[src/rwa_consts.svh]
// Constants for the receive word aligner
`ifndef RWA_CONSTS_SVH
`define RWA_CONSTS_SVH

`define RWA_W10          10
`define RWA_W8           8
`define RWA_PAT8_LEN     16
`define RWA_MAX_OFF10    4'h9
`define RWA_MAX_OFF8     4'h7
`define RWA_GOOD_TO_SYNC 3'h3
`define RWA_BAD_TO_LOSS  3'h4
`define RWA_RST_OFF      4'h0
`define RWA_RST_WORD     10'h000

`endif

[src/rwa_pkg.sv]
// Types shared by the receive word aligner
package rwa_pkg;

   typedef enum logic [1:0] {
      RWA_MODE_MANUAL  = 2'h0,
      RWA_MODE_BITSLIP = 2'h1,
      RWA_MODE_AUTO    = 2'h2
   } rwa_mode_e;

   typedef enum logic [2:0] {
      RWA_SYNC_LOSS = 3'b001,
      RWA_SYNC_ACQ  = 3'b010,
      RWA_SYNC_LOCK = 3'b100
   } rwa_sync_e;

   // Configuration coming from the fabric side
   typedef struct packed {
      rwa_mode_e   mode;
      logic        width10;
      logic        pat_len10;
      logic [15:0] pattern;
   } rwa_cfg_s;

   typedef struct packed {
      logic [9:0]  prev1;
      logic [9:0]  prev2;
      logic        en_last;
      logic        slip_last;
      logic        armed;
      logic [3:0]  off;
      rwa_sync_e   fsm;
      logic [2:0]  cnt;
      logic [9:0]  word;
      logic        pdet;
      logic        sync;
   } rwa_state_s;

endpackage

[src/rwa_word_aligner.sv]
// Receive word aligner: restores the word boundary from a pattern
//
// How it works
// - Shift incoming words so output boundary sits where the pattern was seen.
// - Three modes selectable: manual alignment, bit-slip, automatic sync machine.
// - Manual and bit-slip: 16-bit pattern at 8-bit width, 7/10 at 10-bit.
// - Automatic sync machine works only at 10-bit width, 7 or 10-bit pattern.
// - In manual mode fabric steers alignment only by the enable input.
// - Manual 8-bit mode reacts to enable edges, never to its level.
// - Fabric raises enable after digital reset; each rising edge starts a search.
// - Active search moves boundary when pattern appears at a different boundary.
// - 8-bit: after boundary set, other positions ignored until next rising edge.
// - Manual 10-bit mode treats the enable input as a level.
// - 10-bit with enable high: search pattern and its bitwise complement.
// - 10-bit with enable low: boundary held even if pattern moves.
`timescale 1ns/1ps
`default_nettype none
`include "rwa_consts.svh"

module rwa_word_aligner
   import rwa_pkg::*;
(
   // Clock and reset
   input  wire logic        clk,
   input  wire logic        rstn,
   input  wire logic        rx_digital_rst,
   // Configuration and control from fabric
   input  wire rwa_cfg_s    cfg,
   input  wire logic        align_en,
   input  wire logic        bitslip,
   // Deserializer words
   input  wire logic [9:0]  rx_parallel,
   // Aligned words and status
   output logic      [9:0]  rx_aligned,
   output logic             pattern_detect,
   output logic             sync_status,
   output logic      [3:0]  boundary
);

   rwa_state_s q;
   rwa_state_s d;

   logic [19:0] win10;
   logic [25:0] win8;
   logic [9:0]  match;
   logic        hit;
   logic [3:0]  hit_k;
   logic        cur_hit;
   logic        other_hit;
   logic        en_rise;
   logic        slip_rise;
   logic [3:0]  max_off;

   // Oldest bit sits at bit 0; slices walk toward newer data
   assign win10 = {rx_parallel, q.prev1};
   assign win8  = {2'h0, rx_parallel[7:0], q.prev1[7:0], q.prev2[7:0]};

   genvar k;
   generate
      for (k = 0; k < 10; k++) begin : g_pos
         logic m10;
         logic m7;
         logic m8;
         always_comb begin
            m10 = (win10[k +: 10] == cfg.pattern[9:0]) ||
                  (win10[k +: 10] == ~cfg.pattern[9:0]);
            m7  = (win10[k +: 7] == cfg.pattern[6:0]) ||
                  (win10[k +: 7] == ~cfg.pattern[6:0]);
            m8  = (k < `RWA_W8) &&
                  (win8[k +: `RWA_PAT8_LEN] == cfg.pattern);
         end
         assign match[k] = cfg.width10 ? (cfg.pat_len10 ? m10 : m7)
                                       : m8;
      end
   endgenerate

   // Lowest matching position wins when several line up
   always_comb begin
      hit   = 1'b0;
      hit_k = `RWA_RST_OFF;
      for (int i = 9; i >= 0; i--) begin
         if (match[i]) begin
            hit   = 1'b1;
            hit_k = 4'(i);
         end
      end
   end

   assign cur_hit   = match[q.off];
   assign other_hit = hit && (hit_k != q.off);
   assign en_rise   = align_en && !q.en_last;
   assign slip_rise = bitslip && !q.slip_last;
   assign max_off   = cfg.width10 ? `RWA_MAX_OFF10 : `RWA_MAX_OFF8;

   always_comb begin
      d           = q;
      d.prev1     = rx_parallel;
      d.prev2     = q.prev1;
      d.en_last   = align_en;
      d.slip_last = bitslip;
      if (cfg.width10) begin
         d.word = win10[q.off +: 10];
      end else begin
         d.word = {2'h0, win8[q.off +: 8]};
      end
      d.pdet = cur_hit;

      if (rx_digital_rst) begin
         // Edge tracking follows the pin so a level held through reset
         // is not mistaken for a fresh rising edge
         d.armed = 1'b0;
         d.fsm   = RWA_SYNC_LOSS;
         d.cnt   = 3'h0;
         d.sync  = 1'b0;
         d.pdet  = 1'b0;
      end else begin
         unique case (cfg.mode)
            RWA_MODE_MANUAL: begin
               d.fsm  = RWA_SYNC_LOSS;
               d.sync = 1'b0;
               if (!cfg.width10) begin
                  if (en_rise) begin
                     d.armed = 1'b1;
                  end
                  if (q.armed && hit) begin
                     d.off   = hit_k;
                     d.armed = 1'b0;
                  end
               end else begin
                  d.armed = 1'b0;
                  if (align_en && other_hit) begin
                     d.off = hit_k;
                  end
               end
            end
            RWA_MODE_BITSLIP: begin
               d.armed = 1'b0;
               d.fsm   = RWA_SYNC_LOSS;
               d.sync  = 1'b0;
               if (slip_rise) begin
                  d.off = (q.off >= max_off) ? `RWA_RST_OFF
                                             : q.off + 4'h1;
               end
            end
            RWA_MODE_AUTO: begin
               d.armed = 1'b0;
               // Only legal at 10-bit width; 8-bit holds in loss
               if (!cfg.width10) begin
                  d.fsm  = RWA_SYNC_LOSS;
                  d.cnt  = 3'h0;
                  d.sync = 1'b0;
               end else begin
                  unique case (q.fsm)
                     RWA_SYNC_LOSS: begin
                        if (hit) begin
                           d.off = hit_k;
                           d.cnt = 3'h1;
                           d.fsm = RWA_SYNC_ACQ;
                        end
                     end
                     RWA_SYNC_ACQ: begin
                        if (other_hit) begin
                           d.off = hit_k;
                           d.cnt = 3'h1;
                        end else if (cur_hit) begin
                           d.cnt = q.cnt + 3'h1;
                           if (q.cnt + 3'h1 >= `RWA_GOOD_TO_SYNC) begin
                              d.fsm  = RWA_SYNC_LOCK;
                              d.cnt  = 3'h0;
                              d.sync = 1'b1;
                           end
                        end
                     end
                     RWA_SYNC_LOCK: begin
                        // Stray patterns must repeat before sync drops
                        if (other_hit) begin
                           d.cnt = q.cnt + 3'h1;
                           if (q.cnt + 3'h1 >= `RWA_BAD_TO_LOSS) begin
                              d.fsm  = RWA_SYNC_LOSS;
                              d.cnt  = 3'h0;
                              d.sync = 1'b0;
                           end
                        end else if (cur_hit) begin
                           d.cnt = 3'h0;
                        end
                     end
                     default: begin
                        d.fsm  = RWA_SYNC_LOSS;
                        d.cnt  = 3'h0;
                        d.sync = 1'b0;
                     end
                  endcase
               end
            end
            default: begin
               d.armed = 1'b0;
            end
         endcase
      end
   end

   always_ff @(posedge clk) begin
      if (!rstn) begin
         q.prev1     <= `RWA_RST_WORD;
         q.prev2     <= `RWA_RST_WORD;
         q.en_last   <= 1'b0;
         q.slip_last <= 1'b0;
         q.armed     <= 1'b0;
         q.off       <= `RWA_RST_OFF;
         q.fsm       <= RWA_SYNC_LOSS;
         q.cnt       <= 3'h0;
         q.word      <= `RWA_RST_WORD;
         q.pdet      <= 1'b0;
         q.sync      <= 1'b0;
      end else begin
         q <= d;
      end
   end

   assign rx_aligned     = q.word;
   assign pattern_detect = q.pdet;
   assign sync_status    = q.sync;
   assign boundary       = q.off;

endmodule
`default_nettype wire

[config.mk]
export PLATFORM = sky130hd
export DESIGN_NAME = rwa_word_aligner
export DESIGN_NICKNAME = d
export VERILOG_FILES = /design/src/rwa_pkg.sv /design/src/rwa_word_aligner.sv
export VERILOG_INCLUDE_DIRS = /design/src
export SDC_FILE = /design/constraint.sdc
export NUM_CORES = 1
export LEC_CHECK = 0
export BUFFER_PORTS_ARGS = -buffer_cell sky130_fd_sc_hd__buf_2
export CAP_MARGIN = 20
export CORE_UTILIZATION = 45
export CTS_BUF_LIST = sky130_fd_sc_hd__clkbuf_2 sky130_fd_sc_hd__clkbuf_4 sky130_fd_sc_hd__clkbuf_8
export CTS_CLUSTER_DIAMETER = 150
export DETAILED_ROUTE_END_ITERATION = 16
export GPL_ROUTABILITY_DRIVEN = 0
export SYNTH_ARGS = -nofsm -noshare
export SYNTH_HDL_FRONTEND = slang
export SYNTH_SLANG_ARGS = --single-unit
[constraint.sdc]
create_clock -name clk -period 3.2 [get_ports clk]
set_input_delay 0.48 -clock clk [delete_from_list [all_inputs] [get_ports clk]]
set_output_delay 0.48 -clock clk [all_outputs]
set_load 0.01 [all_outputs]
Word-level counts from Yosys, hierarchy flattened
Cells that the tools add are included.
{"block": "word_totals", "in_bits": 35, "output_inout_bits": 16, "reg_bits": 43}
{"block": "classes", "bitwise": 5, "addsub": 2, "n_eq_ne": 71, "n_lt_le_gt_ge": 4, "n_reduce_logical": 38, "shifts": 2, "muxes": 72}
{"cell": "$eq A10 B10 Y1", "count": 20}
{"cell": "$eq A7 B7 Y1", "count": 20}
{"cell": "$eq A16 B16 Y1", "count": 8}
{"cell": "$mux W4", "count": 18}
{"cell": "$mux W1", "count": 37}
{"cell": "$ne A4 B4 Y1 const B", "count": 8}
{"cell": "$shiftx A26 B5 Y8", "count": 1}
{"cell": "$mux W6", "count": 4}
{"cell": "$pmux W7 S3", "count": 1}
{"cell": "$logic_or A1 B1 Y1", "count": 20}
{"cell": "$shiftx A20 B5 Y10", "count": 1}
{"cell": "$ne A3 B3 Y1 const B", "count": 6}
{"cell": "$pmux W6 S3", "count": 1}
{"cell": "$mux W3", "count": 5}
{"cell": "$reduce_and A7 Y1", "count": 2}
{"cell": "$mux W10", "count": 1}
{"cell": "$not A10 Y10", "count": 1}
{"cell": "$reduce_and A9 Y1", "count": 1}
{"cell": "$mux W8", "count": 1}
{"cell": "$pmux W4 S2", "count": 1}
{"cell": "$not A7 Y7", "count": 1}
{"cell": "$logic_and A1 B1 Y1", "count": 5}
{"cell": "$lt A4 B5 Y1 const B", "count": 1}
{"cell": "$reduce_or A5 Y1", "count": 1}
{"cell": "other kinds (24)", "count": 29}

Depth between registers and ports, before layout
{"block": "logic_depth", "word_depth": 21, "depth_mapped": 15, "mapped_depth_nobuf": 12}

Worst setup path after synthesis
Ideal clock, no wire load.
{"block": "synth_path", "kind": "input -> register", "start": "input cfg[9] (netlist name)", "end": "register q[16] (netlist name)", "setup_slack_ns": -0.154, "path_stages": 14, "t_arrival_ns": 3.239, "cell_sequence": "buf_4 > xor2_1 > a31oi_1 > nor3_1 > a31o_1 > or2_1 > or4_4 > buf_6 > mux2i_1 > a211o_2 > a31oi_1 > o211ai_2 > and3_1 > a31o_1"}
{"block": "synth_between", "elab_chain_cells": 19}
{"item": "start, declared", "line": "rwa_word_aligner.sv:28", "source": "input wire rwa_cfg_s cfg,"}
{"item": "$not A10 Y10", "line": "rwa_word_aligner.sv:66", "source": "(win10[k +: 10] == ~cfg.pattern[9:0]);"}
{"item": "$eq A10 B10 Y1", "line": "rwa_word_aligner.sv:66"}
{"item": "$logic_or A1 B1 Y1", "line": "rwa_word_aligner.sv:65", "source": "m10 = (win10[k +: 10] == cfg.pattern[9:0]) ||"}
{"item": "$mux W1 (2 in a row)", "line": "rwa_word_aligner.sv:72", "source": "assign match[k] = cfg.width10 ? (cfg.pat_len10 ? m10 : m7)"}
{"item": "$mux W4 (10 in a row)", "line": "rwa_word_aligner.sv:82", "source": "if (match[i]) begin"}
{"item": "$ne A4 B4 Y1", "line": "rwa_word_aligner.sv:90", "source": "assign other_hit = hit && (hit_k != q.off);"}
{"item": "$logic_and A1 B1 Y1", "line": "rwa_word_aligner.sv:90"}
{"item": "$ne A4 B4 Y1 (no source line)"}
{"item": "$reduce_and A7 Y1 (no source line) (*)"}
{"item": "end, declared", "line": "rwa_word_aligner.sv:40", "source": "rwa_state_s q;"}
Mark *: on every way between the ends. The rest lies on a longest branch, timed or not. The select of a mux whose other input is x is not followed.
A chain may end at the register's enable or synchronous reset.

Worst setup path after layout
{"block": "layout_path", "start": "register q[32] (netlist name)", "end": "register q[16] (netlist name)"}
{"block": "layout_between", "elab_chain_cells": 14}
{"item": "$eq A16 B16 Y1", "line": "rwa_word_aligner.sv:70", "source": "(win8[k +: `RWA_PAT8_LEN] == cfg.pattern);"}
{"item": "$mux W1", "line": "rwa_word_aligner.sv:72"}
{"item": "$mux W4 (8 in a row)", "line": "rwa_word_aligner.sv:82"}
{"item": "$ne A4 B4 Y1", "line": "rwa_word_aligner.sv:90"}
{"item": "$logic_and A1 B1 Y1", "line": "rwa_word_aligner.sv:90"}
{"item": "$ne A4 B4 Y1 (no source line)"}
{"item": "$reduce_and A7 Y1 (no source line) (*)"}
Marks and branches as above.

==> metrics.cfg <==
[floorplanning]
die_h_um = 126
boundaryPins = 51
die_x_um = 126
core_area_mm2 = 0.0147
die_area_mm2 = 0.0158
start_util = 0.468
num_rows = 44

[synthesis]
synth_top_family_by_area = XOR/XNOR gates
synth_seq_area_share = 0.125
ys_ff_latch = 43
synthSimpleGateAreaFrac = 0.222
syn_area_mm2 = 0.00688
synth_async_sr_flop_share = 0
synth_xor_area_frac = 0.293
muxShareOfSynthArea = 0.0882
synth_flop_cell = dfxtp_1
netlist_top_cells_area = xor2_1 19%, dfxtp_1 13%, xnor2_1 10%
ys_types = 75
synth_nets = 896
netlist_instances = 851
ys_warn_count = 0
avgSynthCellArea_um2 = 8.09
synth_largest_area_cell = xor2_1
synth_fa_ha_area_frac = 0.0182
yosysMostFrequentCell = xor2_1
netlist_top_cells_count = 148 x xor2_1, 80 x xnor2_1, 50 x nand2_1
synth_top_area_frac = 0.188
synth-compound-area-share = 0.142
synth_edf_count = 0

[detailed_routing]
routed_wl_mm = 21.9
vias = 6743
dr_wl_met3_mm = 1.24
wl_met2_mm = 10.2
viasPerCell = 5.86
met1_length_mm = 9.72
drt_pre_antenna_iters = 12
wl_per_cell_um = 19.0
drtAntennaViolNets = 0
drcViolationCount = 4
top_layer_used = met4
drt_iter0_drc = 657

[finish]
drive_above_1_share = 0.329
regArea_um2 = 885
num_antenna_cells = 0
n_fill_cell = 1283
final_area_mm2 = 0.00887
area_growth_pct = 28.9
nets = 1011
instances_no_fill = 1151
multi_input_area_mm2 = 0.00568

[sta]
finalHoldViolations = 0
skew_ns = 0.0211
maxSlewHeadroom = 0.498
tightest_slew_ns = 0.753
setup_ws_ns = 0.0262
setup_viol = 0
rsz0062_at_grt = true
slew_violations = 0
max_freq_mhz = 315
min_period_ns = 3.17
finalCritPeriodShare = 0.992

[power_and_ir_drop]
power.leakage_nw = 3.57
power.density_mw_per_mm2 = 226
power_mw = 2.00
irDropWorstVdd_v = 0.000170

[clock_network]
root_buffer = clkbuf_8
clk_pin_slew_ns = 0.09
cts_sinks = 43
clockBufferDepth = 2
worst_skew_pair.late_latency_ns = 0.34
tritoncts = done
cts_buffers = 5
cts.htree.levels = 2

[worst_setup_path]
worstPathRequired_ns = 3.43
arrival_ns = 3.40
worstSetupEndpointType = register
crit_path_max_fanout = 8
cp-start-kind = register
path_class = register to register

[global_route]
antenna_found_initial = 0
grt-ovfl-total = 0
grt_max_degree = 37
grt_pass1_vias = 6369
grt_pass1_wl_mm = 33.6
grt_usage = 0.271

[outcome]
violations = design-rule violations
status = finished, violations left

[placement]
dp.cells = 1119
placed_area_mm2 = 0.00805
io_buffers = 50
dp_slack_ns = -0.332
dpl.hpwl_mm = 15.8

[hold_path]
holdCritPathClass = input port to register

[job]
max-cap-violations = 0

-- through the flow --
stage	utilization	TNS [ns]	hold WS, ns
after global placement	0.548	-2.61	0.451
after global routing	0.603	-0.456	0.388
after floorplan	-	0	0.434
final	0.603	0	0.370
after detailed placement	0.548	-2.87	0.457
after CTS	0.556	-0.0141	0.367
-- layer usage --
layer  GRT usage  up-vias
met5           0        -
met3      0.0285       56
met4      0.0954        0
met2       0.450      238
li1            -     3198
met1       0.363     3251
-- final cells by class --
type | instances | share of cell area
multi-input combinational | 693 | 0.641
timing repair buffer | 211 | 0.218
sequential | 43 | 0.0997
tap | 184 | 0.0260
clock buffer | 6 | 0.00861
inverter | 12 | 0.00508
clock inverter | 2 | 0.00141
-- final timing paths --
check	start	to	slack (ns)	cells after the start
min	bitslip	q[23]	0.37	2
min reg2reg	sync_status	sync_status	0.46	2
max	q[32]	q[16]	0.03	13
max reg2reg	q[32]	q[16]	0.03	13
-- cells by family after synthesis --
group / after synthesis
AO/OA/AOI/OAI: 133
XOR/XNOR: 229
adder cells (fa/ha/maj): 10
buffers and inverters: 115
flip-flops: 43
multiplexers: 44
AND/OR/NAND/NOR: 277
-- layout by cell type, fill, tap and decap left out, types with 12 or more instances in the layout --
cell and instances:
a31oi_1 12, nand2_1 50, buf_4 118, nor2_1 30
nor2b_1 16, xor2_2 14, dfxtp_1 28, buf_12 31
nor3_1 15, mux2i_1 27, xor2_1 135, nor4_1 30
buf_2 42, dfxtp_2 13, and2_1 26, nand3_1 22
xnor2_1 74, o21ai_0 23, a21oi_1 23, mux4_2 13
nand4_1 34
-- repair_timing --
action,in CTS,in global routing
pin swaps,0,41
gates resized for setup,9,95
endpoints found under the setup margin,11,11
hold endpoints to repair,0,0
buffers inserted,0,24
cloned,0,1
hold buffers,0,0
-- where the power goes --
| group | internal, mW | leakage (nW) | switching (mW) |
|---|---|---|---|
| sequential | 0.558 | 0.358 | 0.0328 |
| combinational | 0.478 | 3.17 | 0.529 |
| clock | 0.162 | 0.0446 | 0.243 |
-- worst max-delay path, stage by stage, from the launching register on --
cell      delay (ns)
dfxtp_1         0.36
buf_12          0.15
xor2_1          0.21
nor4_1          0.09
nand4_1         0.19
nor3_4          0.08
or2_4           0.24
or4_4           0.55
mux2i_1         0.16
a211o_4         0.36
a31oi_4         0.21
o211ai_4        0.11
and3_4          0.18
a31o_1          0.17
-- state kept, by name (all words and copies together), names as in the netlist --
name            cells
sync_status         1
q                  17
d                  10
boundary            4
rx_aligned         10
pattern_detect      1
Note: power is estimated with default switching activity, not from simulation.
